## config.mk

```make
export PLATFORM = sky130hd
export DESIGN_NAME = nsb_port
export DESIGN_NICKNAME = d
export VERILOG_FILES = /design/src/verilog/nsb_pkg.sv /design/src/verilog/nsb_port.sv /design/src/verilog/nsb_sync.sv /design/src/verilog/nsb_fifo.sv
export SDC_FILE = /design/constraint.sdc
export NUM_CORES = 1
export LEC_CHECK = 0
export BUFFER_PORTS_ARGS = -buffer_cell sky130_fd_sc_hd__buf_2
export CAP_MARGIN = 25
export CORE_MARGIN = 3
export CORE_UTILIZATION = 60
export CTS_BUF_LIST = sky130_fd_sc_hd__clkbuf_16
export CTS_CLUSTER_SIZE = 20
export DETAILED_ROUTE_END_ITERATION = 8
export PLACE_DENSITY = 0.8
export SLEW_MARGIN = 20
export SYNTH_ARGS = -nofsm -noshare
export SYNTH_HDL_FRONTEND = slang
export SYNTH_HIERARCHICAL = 1
export SYNTH_SLANG_ARGS = --single-unit
```

## constraint.sdc

```tcl
create_clock -name mclk -period 5.35 [get_ports mclk]
set_input_delay 0.2675 -clock mclk [delete_from_list [all_inputs] [get_ports mclk]]
set_output_delay 0.2675 -clock mclk [all_outputs]
set_load 0.05 [all_outputs]
```

## src/verilog/nsb_pkg.sv

```systemverilog
/*
  Shared constants, carrier types and mode encoding for the synchronous
  flash bus front end and its helpers.
  Assumes a single 100 MHz core clock; bus pins are sampled, never used as clocks.
*/
// Overview of operation
// - Sync mode: clock, direction pins, strobe enabled
// - Direction high host drives; low device drives
// - Decode modes from select, latches, direction
// - Input data captured on host strobe edges
// - Output strobe follows clock after delay
// - Enable waits settle time, then idle
// - Idle before deselect; deselect disables target
// - Standby when deselected and no die busy
// - Idle: both inputs, nothing latched
// - Driving: strobe low, data bus driven
// - Command byte latched on clock rise
// - Busy die ignores commands except status reads
// - Address byte latched on clock rise
// - Busy die ignores addresses except after 78h
// - Mode settle starts at latching clock edge
// - Write guard low refuses program, erase
package nsb_pkg;

  // Core clock period
  localparam int CLK_PERIOD_NS = 10;
  // Strobe output delay as a time
  localparam int STROBE_OUT_DELAY_NS = 20;
  // Strobe output delay in core cycles, rounded down, at least one
  localparam int STROBE_OUT_DELAY_CYC = (STROBE_OUT_DELAY_NS / CLK_PERIOD_NS) < 1 ? 1 :
                                        (STROBE_OUT_DELAY_NS / CLK_PERIOD_NS);
  // Settle times in bus clock rising edges
  localparam int MODE_SETTLE_CYC = 2;
  localparam int ENABLE_SETTLE_CYC = 2;
  // Data path sizes
  localparam int DATA_W = 8;
  localparam int FIFO_DEPTH = 32;
  localparam int DIE_UNITS = 1;
  // Command codes
  localparam logic [7:0] CMD_STATUS = 8'h70;
  localparam logic [7:0] CMD_STATUS_ENH = 8'h78;
  localparam logic [7:0] CMD_PROG = 8'h80;
  localparam logic [7:0] CMD_PROG_CACHE = 8'h85;
  localparam logic [7:0] CMD_ERASE = 8'h60;
  // Reset values
  localparam logic [7:0] BYTE_RST = 8'h00;

  // Bus pins as one bundle
  typedef struct packed {
    logic ce_n;
    logic cle;
    logic ale;
    logic bus_clk;
    logic dir_wr;
    logic dqs;
    logic [7:0] dq;
    logic wp_n;
  } nsb_pins_t;

  // Idle pin levels held by the synchroniser in reset: deselected, host owns the bus
  localparam nsb_pins_t PINS_RST = '{ce_n: 1'b1, cle: 1'b0, ale: 1'b0, bus_clk: 1'b0,
                                     dir_wr: 1'b1, dqs: 1'b0, dq: 8'h00, wp_n: 1'b1};

  // Latched byte with its one-cycle strobe
  typedef struct packed {
    logic valid;
    logic [7:0] value;
  } nsb_latch_t;

  // Bus modes, Gray coded along enable path
  typedef enum logic [2:0] {
    M_STANDBY = 3'b000,
    M_ENABLING = 3'b001,
    M_IDLE = 3'b011,
    M_CMD = 3'b010,
    M_ADDR = 3'b110,
    M_DIN = 3'b111,
    M_DOUT = 3'b101,
    M_DRIVE = 3'b100
  } nsb_mode_t;

  // Commands that alter the array
  function automatic logic is_prog_erase(input logic [7:0] c);
    is_prog_erase = (c == CMD_PROG) || (c == CMD_PROG_CACHE) || (c == CMD_ERASE);
  endfunction : is_prog_erase

  // Commands a busy die still takes
  function automatic logic is_status_cmd(input logic [7:0] c);
    is_status_cmd = (c == CMD_STATUS) || (c == CMD_STATUS_ENH);
  endfunction : is_status_cmd

endpackage : nsb_pkg

```

## src/verilog/nsb_port.sv

```systemverilog
/*
  Synchronous bus front end of a flash target: samples the host pins,
  decodes bus modes, latches command and address bytes, captures input
  data on strobe edges and drives output data with a delayed strobe.
  Assumes the host clock is far slower than mclk and array busy flags
  arrive on mclk.
*/
module nsb_port
  import nsb_pkg::*;
#(
  parameter int DIES = nsb_pkg::DIE_UNITS,
  parameter int MODE_SETTLE = nsb_pkg::MODE_SETTLE_CYC,
  parameter int ENABLE_SETTLE = nsb_pkg::ENABLE_SETTLE_CYC,
  parameter int DEPTH = nsb_pkg::FIFO_DEPTH
) (
  // Clock and reset
  input wire logic mclk,
  input wire logic rst_n,
  // Interface selection, from device configuration
  input wire logic sync_active,
  // Host pins, raw levels
  input wire nsb_pkg::nsb_pins_t pins_in,
  // Data bus drive
  output logic [7:0] dq_out,
  output logic dq_oe,
  // Data strobe drive
  output logic dqs_out,
  output logic dqs_oe,
  // Ready/busy open drain
  output logic rb_out,
  output logic rb_oe,
  // Array status
  input wire logic [DIES-1:0] die_busy,
  // Latched command and address
  output nsb_pkg::nsb_latch_t cmd_out,
  output nsb_pkg::nsb_latch_t addr_out,
  output logic cmd_refused,
  // Received data stream
  output logic [7:0] rx_data,
  output logic rx_valid,
  input wire logic rx_ready,
  output logic rx_full,
  // Transmit data stream
  input wire logic [7:0] tx_data,
  input wire logic tx_valid,
  output logic tx_take,
  // Status
  output nsb_pkg::nsb_mode_t mode,
  output logic enabled,
  output logic standby,
  output logic settle_busy
);

  import nsb_pkg::*;

  // Synchronised pins and previous sample
  nsb_pins_t pins_s;
  logic clk_prev_ff;
  logic dqs_prev_ff;
  logic ce_prev_ff;
  // Clock and strobe edges
  logic clk_rise;
  logic clk_fall;
  logic dqs_edge;
  // Mode and counters
  nsb_mode_t mode_ff;
  nsb_mode_t nxt_mode;
  logic [7:0] en_cnt_ff;
  logic [7:0] settle_cnt_ff;
  logic enh_pending_ff;
  logic any_busy;
  logic selected;
  // Decoded latch requests
  logic cmd_cycle;
  logic addr_cycle;
  logic cmd_ok;
  logic addr_ok;
  // Delayed bus clock for strobe output
  logic [STROBE_OUT_DELAY_CYC-1:0] clk_pipe_ff;
  logic dly_edge;
  logic dly_prev_ff;
  // Receive FIFO fill and drain sides
  logic rx_in_valid;
  logic rx_in_ready;
  logic rx_fifo_valid;
  logic [7:0] rx_fifo_data;

  // Pin synchroniser, all host pins
  nsb_sync #(
    .W($bits(nsb_pins_t)),
    .RST_VAL(PINS_RST)
  ) u_sync (
    .mclk(mclk),
    .rst_n(rst_n),
    .din(pins_in),
    .dout(pins_s)
  );

  // Edge history of sampled pins
  always_ff @(posedge mclk or negedge rst_n) begin
    if (!rst_n) begin
      clk_prev_ff <= 1'b0;
      dqs_prev_ff <= 1'b0;
      ce_prev_ff <= 1'b1;
    end else begin
      clk_prev_ff <= pins_s.bus_clk;
      dqs_prev_ff <= pins_s.dqs;
      ce_prev_ff <= pins_s.ce_n;
    end
  end

  assign clk_rise = sync_active && pins_s.bus_clk && !clk_prev_ff;
  assign clk_fall = sync_active && !pins_s.bus_clk && clk_prev_ff;
  assign dqs_edge = pins_s.dqs != dqs_prev_ff;
  assign any_busy = |die_busy;
  assign selected = sync_active && !pins_s.ce_n;

  assign cmd_cycle = clk_rise && (mode_ff != M_STANDBY) && (mode_ff != M_ENABLING) &&
                     pins_s.cle && !pins_s.ale && pins_s.dir_wr && selected;
  assign addr_cycle = clk_rise && (mode_ff != M_STANDBY) && (mode_ff != M_ENABLING) &&
                      !pins_s.cle && pins_s.ale && pins_s.dir_wr && selected;
  assign cmd_ok = !any_busy || is_status_cmd(pins_s.dq);
  assign addr_ok = !any_busy || enh_pending_ff;

  // Next bus mode
  always_comb begin
    nxt_mode = mode_ff;
    if (!selected) begin
      nxt_mode = M_STANDBY;
    end else if (mode_ff == M_STANDBY) begin
      nxt_mode = M_ENABLING;
    end else if (mode_ff == M_ENABLING) begin
      if (clk_rise && (en_cnt_ff >= 8'(ENABLE_SETTLE - 1))) begin
        nxt_mode = M_IDLE;
      end
    end else if (clk_rise) begin
      case ({pins_s.cle, pins_s.ale, pins_s.dir_wr})
        3'b001: nxt_mode = M_IDLE;
        3'b000: nxt_mode = M_DRIVE;
        3'b101: nxt_mode = M_CMD;
        3'b011: nxt_mode = M_ADDR;
        3'b111: nxt_mode = M_DIN;
        3'b110: nxt_mode = M_DOUT;
        default: nxt_mode = M_DRIVE;
      endcase
    end
  end

  // Mode register
  always_ff @(posedge mclk or negedge rst_n) begin
    if (!rst_n) begin
      mode_ff <= M_STANDBY;
    end else begin
      mode_ff <= nxt_mode;
    end
  end

  always_ff @(posedge mclk or negedge rst_n) begin
    if (!rst_n) begin
      en_cnt_ff <= 8'h00;
    end else if (mode_ff != M_ENABLING) begin
      en_cnt_ff <= 8'h00;
    end else if (clk_rise) begin
      en_cnt_ff <= en_cnt_ff + 8'h01;
    end
  end

  always_ff @(posedge mclk or negedge rst_n) begin
    if (!rst_n) begin
      settle_cnt_ff <= 8'h00;
    end else if (!selected) begin
      settle_cnt_ff <= 8'h00;
    end else if (cmd_cycle || addr_cycle || (clk_rise && nxt_mode == M_IDLE &&
                 mode_ff != M_IDLE)) begin
      settle_cnt_ff <= 8'(MODE_SETTLE);
    end else if (clk_rise && settle_cnt_ff != 8'h00) begin
      settle_cnt_ff <= settle_cnt_ff - 8'h01;
    end
  end

  // Command latch and write guard
  always_ff @(posedge mclk or negedge rst_n) begin
    if (!rst_n) begin
      cmd_out <= '0;
      cmd_refused <= 1'b0;
      enh_pending_ff <= 1'b0;
    end else begin
      cmd_out.valid <= 1'b0;
      cmd_refused <= 1'b0;
      if (cmd_cycle && cmd_ok) begin
        if (is_prog_erase(pins_s.dq) && !pins_s.wp_n) begin
          cmd_refused <= 1'b1;
        end else begin
          cmd_out.valid <= 1'b1;
          cmd_out.value <= pins_s.dq;
        end
        enh_pending_ff <= pins_s.dq == CMD_STATUS_ENH;
      end
    end
  end

  // Address latch
  always_ff @(posedge mclk or negedge rst_n) begin
    if (!rst_n) begin
      addr_out <= '0;
    end else begin
      addr_out.valid <= 1'b0;
      if (addr_cycle && addr_ok) begin
        addr_out.valid <= 1'b1;
        addr_out.value <= pins_s.dq;
      end
    end
  end

  assign rx_in_valid = (mode_ff == M_DIN) && dqs_edge && !any_busy;

  // Receive buffer
  nsb_fifo #(
    .W(DATA_W),
    .DEPTH(DEPTH)
  ) u_rx_fifo (
    .mclk(mclk),
    .rst_n(rst_n),
    .in_valid(rx_in_valid),
    .in_ready(rx_in_ready),
    .in_data(pins_s.dq),
    .out_valid(rx_fifo_valid),
    .out_ready(rx_ready),
    .out_data(rx_fifo_data)
  );

  // Receive outputs and full flag
  always_ff @(posedge mclk or negedge rst_n) begin
    if (!rst_n) begin
      rx_full <= 1'b0;
    end else begin
      rx_full <= !rx_in_ready;
    end
  end
  assign rx_valid = rx_fifo_valid;
  assign rx_data = rx_fifo_data;

  always_ff @(posedge mclk or negedge rst_n) begin
    if (!rst_n) begin
      clk_pipe_ff <= '0;
      dly_prev_ff <= 1'b0;
    end else begin
      clk_pipe_ff <= STROBE_OUT_DELAY_CYC'({clk_pipe_ff, pins_s.bus_clk});
      dly_prev_ff <= clk_pipe_ff[STROBE_OUT_DELAY_CYC-1];
    end
  end
  assign dly_edge = clk_pipe_ff[STROBE_OUT_DELAY_CYC-1] != dly_prev_ff;

  always_ff @(posedge mclk or negedge rst_n) begin
    if (!rst_n) begin
      dq_oe <= 1'b0;
      dqs_oe <= 1'b0;
    end else begin
      dq_oe <= (mode_ff == M_DRIVE) || (mode_ff == M_DOUT);
      // strobe enabled only in sync mode
      dqs_oe <= sync_active && ((mode_ff == M_DRIVE) || (mode_ff == M_DOUT));
    end
  end

  // Output strobe and data
  always_ff @(posedge mclk or negedge rst_n) begin
    if (!rst_n) begin
      dqs_out <= 1'b0;
      dq_out <= BYTE_RST;
      tx_take <= 1'b0;
    end else begin
      tx_take <= 1'b0;
      if (mode_ff == M_DOUT) begin
        dqs_out <= clk_pipe_ff[STROBE_OUT_DELAY_CYC-1];
        if (dly_edge && tx_valid && !tx_take) begin
          dq_out <= tx_data;
          tx_take <= 1'b1;
        end
      end else begin
        dqs_out <= 1'b0;
      end
    end
  end

  always_ff @(posedge mclk or negedge rst_n) begin
    if (!rst_n) begin
      standby <= 1'b0;
      enabled <= 1'b0;
      settle_busy <= 1'b0;
      mode <= M_STANDBY;
      rb_out <= 1'b0;
      rb_oe <= 1'b0;
    end else begin
      standby <= ce_prev_ff && pins_s.ce_n && !any_busy;
      enabled <= (mode_ff != M_STANDBY) && (mode_ff != M_ENABLING);
      settle_busy <= settle_cnt_ff != 8'h00;
      mode <= mode_ff;
      rb_out <= 1'b0;
      // Busy pulls ready/busy low even when deselected
      rb_oe <= any_busy;
    end
  end

endmodule : nsb_port

```

## src/verilog/nsb_sync.sv

```systemverilog
/*
  Two-flop synchroniser for a vector of pin levels.
  Assumes inputs are asynchronous to mclk; only the second stage is used.
*/
module nsb_sync #(
  parameter int W = 15,
  // Reset level, set to the pins' idle levels so no false edge follows reset
  parameter logic [W-1:0] RST_VAL = '0
) (
  // Clock and reset
  input wire logic mclk,
  input wire logic rst_n,
  // Raw and synchronised levels
  input wire logic [W-1:0] din,
  output logic [W-1:0] dout
);

  // First stage, read only by second stage
  logic [W-1:0] meta_ff;

  // Two stage capture
  always_ff @(posedge mclk or negedge rst_n) begin
    if (!rst_n) begin
      meta_ff <= RST_VAL;
      dout <= RST_VAL;
    end else begin
      meta_ff <= din;
      dout <= meta_ff;
    end
  end

endmodule : nsb_sync

```

## src/verilog/nsb_fifo.sv

```systemverilog
/*
  Parameterised FIFO with valid/ready on both sides and registered read data.
  Assumes writer and reader share mclk.
*/
module nsb_fifo #(
  parameter int W = 8,
  parameter int DEPTH = 32
) (
  // Clock and reset
  input wire logic mclk,
  input wire logic rst_n,
  // Fill side
  input wire logic in_valid,
  output logic in_ready,
  input wire logic [W-1:0] in_data,
  // Drain side
  output logic out_valid,
  input wire logic out_ready,
  output logic [W-1:0] out_data
);

  localparam int AW = $clog2(DEPTH);

  // Storage and pointers
  logic [W-1:0] mem_ff [DEPTH];
  logic [AW-1:0] wr_ptr_ff;
  logic [AW-1:0] rd_ptr_ff;
  logic [AW:0] count_ff;
  logic push;
  logic pop;

  // Honest full and empty
  assign in_ready = (count_ff != (AW+1)'(DEPTH));
  assign push = in_valid && in_ready;
  assign pop = (count_ff != '0) && (!out_valid || out_ready);

  // Memory write
  always_ff @(posedge mclk) begin
    if (push) begin
      mem_ff[wr_ptr_ff] <= in_data;
    end
  end

  // Pointers and fill level
  always_ff @(posedge mclk or negedge rst_n) begin
    if (!rst_n) begin
      wr_ptr_ff <= '0;
      rd_ptr_ff <= '0;
      count_ff <= '0;
    end else begin
      if (push) begin
        wr_ptr_ff <= wr_ptr_ff + AW'(1);
      end
      if (pop) begin
        rd_ptr_ff <= rd_ptr_ff + AW'(1);
      end
      count_ff <= count_ff + (AW+1)'(push) - (AW+1)'(pop);
    end
  end

  // Registered read stage
  always_ff @(posedge mclk or negedge rst_n) begin
    if (!rst_n) begin
      out_valid <= 1'b0;
      out_data <= '0;
    end else if (pop) begin
      out_valid <= 1'b1;
      out_data <= mem_ff[rd_ptr_ff];
    end else if (out_ready) begin
      out_valid <= 1'b0;
    end
  end

endmodule : nsb_fifo

```

Yosys cells after proc, flatten, opt, wreduce, memory -nomap -nowiden

Memories as Yosys holds them, arrays and structs flattened. A register that Yosys moved wholly into a read port is not among the register bits.
Cells that the tools add are included.

Flip-flop bits (word level): 112
RAM bits: 256
Input bits: 29
Output and inout port bits: 49
Memories: 1

Add/subtract/negate cells: 6
Magnitude comparators: 1
Eq/ne operators: 21
Mux-type cells: 23
Bitwise logic cells: 1
Reductions and logical operators: 57

Memories:

| memory           | depth | bits a word | read ports | clocked after Yosys merged registers in | wr ports | line           | text |
|---|---|---|---|---|---|---|---|
| u_rx_fifo.mem_ff | 32    | 8           | 1          | 1                                       | 1        | nsb_fifo.sv:25 | `logic [W-1:0] mem_ff [DEPTH];` |

Operators by type and width:

| kind                                                               | count |
|---|---|
| 2-to-1 mux 8 bit                                                   | 5 |
| logical AND 1 bit                                                  | 30 |
| 2-to-1 mux 9 bit                                                   | 3 |
| == test 8 x 7 -> 1 bit (second input constant)                     | 3 |
| == test 3 bit (second input constant)                              | 6 |
| == test 8 bit (second input constant)                              | 2 |
| 2-to-1 mux 3 bit                                                   | 5 |
| case mux 3 bit (5 select lines)                                    | 1 |
| adder 5 x 1 -> 5 bit (second input constant)                       | 2 |
| zero test 1 bit                                                    | 10 |
| logical OR 1 bit                                                   | 9 |
| 2-to-1 mux 1 bit                                                   | 9 |
| adder 8 x 1 -> 8 bit (second input constant)                       | 1 |
| greater-or-equal comparator 8 x 1 -> 1 bit (second input constant) | 1 |
| nonzero test 8 bit                                                 | 1 |
| subtractor 8 x 1 -> 8 bit (second input constant)                  | 1 |
| adder 6 x 1 -> 6 bit                                               | 1 |
| == test 3 x 1 -> 1 bit (second input constant)                     | 2 |
| == test 3 x 2 -> 1 bit (second input constant)                     | 2 |
| != test 3 x 1 -> 1 bit (second input constant)                     | 2 |
| != test 6 bit (second input constant)                              | 1 |
| nonzero test 6 bit                                                 | 1 |
| subtractor 6 x 1 -> 6 bit                                          | 1 |
| AND reduction 2 bit                                                | 2 |
| other kinds (6)                                                    | 8 |

Depth between registers and ports, before layout

Word-level depth: 13
Depth in mapped cells: 15
Mapped depth without buffers: 14

Cells and area by module

Netlist, hierarchy kept.

Modules (own cells, without submodules):

| module   | instances | cells each | area each (µm²) |
|---|---|---|---|
| nsb_fifo | 1         | 597        | 11212.0 |
| nsb_port | 1         | 231        | 2880.3 |
| nsb_sync | 1         | 30         | 758.2 |

Worst setup path after synthesis

No wires, ideal clock.

Path type: reg-to-reg
From: register u_rx_fifo.out_valid
To: register u_rx_fifo.count_ff[5]
Library setup time: 0.140 ns
Arrival time: 2.639 ns
Path slack: 2.572 ns
Cell stages (with the launch flop): 11
Buffers on the path: 1
Period minus slack after synthesis: 2.778 ns
Cells stage by stage: dfrtp_1 nand2b_1 and2_0 clkbuf_1 ha_1 inv_1 ha_1 a21o_1 a21o_1 a2111oi_0 a311oi_1

Longest elaborated chain between the ends: 4

Ends and longest elaborated chain:

| what                      | line           | text |
|---|---|---|
| start: declaration        | nsb_fifo.sv:17 | `output logic out_valid,` |
| start signal: assignment  | nsb_fifo.sv:64 | `out_valid <= 1'b0;` |
| start signal: assignment  | nsb_fifo.sv:67 | `out_valid <= 1'b1;` |
| start signal: assignment  | nsb_fifo.sv:70 | `out_valid <= 1'b0;` |
| zero test 1 bit           | nsb_fifo.sv:35 | `assign pop = (count_ff != '0) && (!out_valid \|\| out_ready);` |
| logical OR 1 bit          | nsb_fifo.sv:35 |  |
| logical AND 1 bit         | nsb_fifo.sv:35 |  |
| via u_rx_fifo.pop         | nsb_fifo.sv:30 | `logic pop;` |
| subtractor 6 x 1 -> 6 bit | nsb_fifo.sv:57 | `count_ff <= count_ff + (AW+1)'(push) - (AW+1)'(pop);` |
| end signal: assignment    | nsb_fifo.sv:57 |  |
| end: declaration          | nsb_fifo.sv:28 | `logic [AW:0] count_ff;` |

The timed path passes the listed nets, and every way through them passes these cells.
A chain may end at the register's enable or synchronous reset.

Worst setup path in the final report

From: register u_rx_fifo.count_ff[2]
To: register u_rx_fifo.count_ff[5]

Longest elaborated chain between the ends: 4

Ends and longest elaborated chain:

| what                        | line           | text |
|---|---|---|
| != test 6 bit               | nsb_fifo.sv:33 | `assign in_ready = (count_ff != (AW+1)'(DEPTH));` |
| logical AND 1 bit           | nsb_fifo.sv:34 | `assign push = in_valid && in_ready;` |
| adder 6 x 1 -> 6 bit        | nsb_fifo.sv:57 |  |
| subtractor 6 x 1 -> 6 bit * | nsb_fifo.sv:57 |  |

Every way passes the cells marked *; elsewhere a longest branch is shown, timed or not.

==> summary.txt <==
Drt
  – Vias: 8,117
  – Drt drc: 0
  – 1st-iter DRT viols: 717
  – Routed Antenna Nets: 0
  – Post-DR vias/cell: 6.13
  – WL/cell: 23.3 um
  – DR pass1 iterations: 5
  – Total routed wirelength: 30,800 um

Synth
  – Library cells used by synthesis: 75
  – Simple-gate share of the synthesized area: 6.03%
  – Synth cell count leaders: 256 x edfxtp_1, 112 x dfrtp_1, 53 x nor2_1, 49 x mux2i_1, 40 x mux4_2
  – Mapped cell area: 14,900 um^2
  – Most frequent cell after synthesis: edfxtp_1
  – Syn Area/Cell: 17.3 um^2
  – Syn_nets: 906
  – Mapped Cells: 858
  – XOR/XNOR Fraction of Synth Area: 1.30%
  – Adder-cell share of the synthesized area: 1.65%
  – Asr flop ratio synth: 31.7%
  – Seq cells post-synth: 375
  – Synth Area in Compound Gates: 4.91%
  – Top post-synthesis cells by area: edfxtp_1 52%, dfrtp_1 19%, mux4_2 6.1%
  – Register area share after synthesis: 71.9%
  – Post-synth top area share: 51.8%
  – Yosys top cell by area: edfxtp_1
  – Post-synth EDFFs: 256
  – Main combinational cell family by area after synthesis: multiplexers
  – Mux cell area share after synthesis: 11.9%
  – Yosys warning total: 6
  – Synth Flop Type: edfxtp_1

STA
  – Setup Viol. Count Final: 0
  – Period utilisation layout: 61.8%
  – Worst rel slew slack: 37.8%
  – Clock skew: 23.5 ps
  – Setup tns final: 0 ps
  – Crit path time final: 3310 ps
  – RSZ-0062 raised after global routing: false
  – Slew @ Worst Pin: 930 ps
  – Max Slew Vio Count: 0
  – Final hold vios: 0
  – Smallest setup slack after layout: 2040 ps
  – Max Fclk: 302 MHz

Hold path
  – Tightest Hold Check Type: in2reg
  – Min-Delay Endpoint: dqs_oe
  – Min-delay src: sync_active
  – Hold Crit Depth: 2

Power
  – Maximum vdd drop: 0.298 mV
  – LEAKAGE: 6.49 nW
  – Power per cell area: 442 nW/um^2
  – PnR Total Power: 7.47 mW

Clock network
  – CTS Buf Count: 37
  – Clk root buf: clkbuf_16
  – H-tree Lvls: 2
  – Post-CTS Setup Repair Bufs: 0
  – Post-CTS Resized: 0
  – Worst-Skew Late Latency: 520 ps
  – Hold-fix buffers at CTS: 25
  – CTS tree: built
  – Clk buf depth: 3
  – CTS Sinks: 375
  – CTS clock-pin slew for the worst setup and hold paths: 60 ps

Worst setup path
  – Crit path capture type: flip-flop
  – R2R setup slack: 2040 ps
  – Worst Path Max Fanout: 14
  – CP Data Required Time: 5720 ps
  – Reg2reg start: u_rx_fifo/count_ff[2]
  – CP Launch Type: flip-flop
  – CP Cell Sequence: inv_1 -> ha_1 -> nand4bb_1 -> and2_0 -> ha_1 -> inv_1 -> ha_1 -> a21o_1 -> a21o_1 -> a2111oi_0 -> a311oi_1
  – Arrival time worst endpoint: 3670 ps
  – Critical Path Start: u_rx_fifo/count_ff[2]
  – Worst path max stage delay: 760 ps
  – Most frequent cell on the critical path: ha_1
  – Reg2Reg Depth: 11
  – WS Path Type: reg2reg
  – Reg-to-reg endpoint: u_rx_fifo/count_ff[5]
  – Slowest CP cell: and2_0

Floorplan
  – Row cnt: 56
  – Floorplan core area: 23,900 um^2
  – Die area: 26,700 um^2
  – Die height: 163 um
  – Die width: 163 um
  – Io pins: 78
  – Initial core utilization: 62.2%

Global routing
  – Total GRT Usage: 24.1%
  – Largest net degree at the start of global routing: 81
  – Gr ovfl total: 0
  – First-pass GRT wire length: 48,400 um
  – Vias in the first global route: 8,361
  – Antenna violations before repair: 0

Final layout
  – Inserted Diodes: 0
  – Final core occ: 70.8%
  – Final-layout fill cell count: 1,446
  – Share of layout cells above drive strength 1: 23.7%
  – Layout net count: 1,025
  – Syn-to-layout area delta: 13.9%
  – Final std cells w/o fill: 1,324

Placed design
  – Pre-CTS setup slack: 2120 ps
  – Dpl cells: 1,231
  – Routability congestion estimate: 0.879
  – PortBufs: 76
  – Post-detail-place hpwl: 18,600 um

Status
  – Status: complete, no violations

Flow run
  – MaxCap Viol Count: 0
[sequential cells by signal, indices dropped and copies added, names as in the netlist, 2 cells and up]
signal	flops
u_rx_fifo/mem_ff	256
mode_ff	3
mode	3
clk_pipe_ff	2
u_rx_fifo/out_data	8
dq_out	8
u_sync/meta_ff	15
u_rx_fifo/wr_ptr_ff	5
addr_out	9
u_sync/dout	15
en_cnt_ff	8
u_rx_fifo/rd_ptr_ff	5
cmd_out	9
u_rx_fifo/count_ff	6
settle_cnt_ff	8
[layout make-up]
class                      count  area [um^2]  share of cell area (%)
sequential                   375        10700                    63.2
clock inverter                28          145                   0.858
inverter                      30          113                   0.666
tap                          319          399                    2.36
timing repair buffer         114          763                    4.51
clock buffer                  39          976                    5.77
multi-input combinational    419         3830                    22.7
[metal layers]
| metal | part of all wire, % | vias to the layer above | GRT usage [%] |
|---|---|---|---|
| li1 | - | 3556 | - |
| met1 | 41 | 4143 | 33.7 |
| met2 | 49 | 359 | 39.3 |
| met3 | 7.8 | 59 | 5.17 |
| met4 | 2.3 | 0 | 6.65 |
| met5 | 0 | - | 0 |
[power breakdown]
group	total [mW]	switching (mW)	internal, mW
Sequential	3.43	0.226	3.21
Clock	2.38	1.02	1.36
Combinational	1.66	0.912	0.746
Total	7.47	2.16	5.31
[worst max path at each step]
| stage | endpoint |
|---|---|
| 4_1_cts | u_rx_fifo/count_ff[5] |
| 3_5_place_dp | u_rx_fifo/count_ff[5] |
| 3_3_place_gp | u_rx_fifo/count_ff[5] |
| 5_1_grt | u_rx_fifo/count_ff[5] |
| 2_1_floorplan | u_rx_fifo/count_ff[5] |
| 6_report | u_rx_fifo/count_ff[5] |
[cells by family (layout without fill, tap and decap cells)]
group,count (synthesis),after routing
adder cells (fa/ha/maj),19,19
AO/OA/AOI/OAI,95,95
flip-flops,375,375
XOR/XNOR,22,22
other,1,1
buffers and inverters,64,211
multiplexers,122,122
AND/OR/NAND/NOR,160,160
[cells in the final DEF, fill, tap and decap left out, drive strengths merged, types with 5 or more instances in the layout]
| cell type | instances |
|---|---|
| xnor2 | 17 |
| nor3 | 12 |
| mux4 | 40 |
| nor2 | 54 |
| nand2b | 5 |
| nand3 | 6 |
| a221oi | 8 |
| nor4 | 6 |
| clkinv | 12 |
| or3 | 5 |
| mux2i | 49 |
| nand2 | 26 |
| o21ai | 7 |
| nand3b | 7 |
| dlygate4sd3 | 25 |
| a21o | 5 |
| a21oi | 13 |
| buf | 89 |
| clkbuf | 39 |
| inv | 44 |
| dfstp | 7 |
| edfxtp | 256 |
| o22ai | 24 |
| mux2 | 33 |
| xor2 | 5 |
| dfrtp | 112 |
| ha | 18 |
| a211oi | 19 |
| nand4 | 6 |
[metrics by stage]
stage / cell area (um^2) / hold slack (ps)
2_1_floorplan: 14900 / -28.1
3_3_place_gp: 15500 / 332
3_5_place_dp: 15500 / 336
4_1_cts: 16900 / 15.2
5_1_grt: 16900 / 54.1
6_report: 16900 / 65.5
[worst max-delay path, delay by kind of cell (launching register included)]
kind,cells,cell delay (ps)
adder cells (fa/ha/maj),3,820
buffers and inverters,2,140
AND/OR/NAND/NOR,2,960
flip-flops,1,340
AO/OA/AOI/OAI,4,910
No activity file was read; power rests on OpenSTA's default activity.
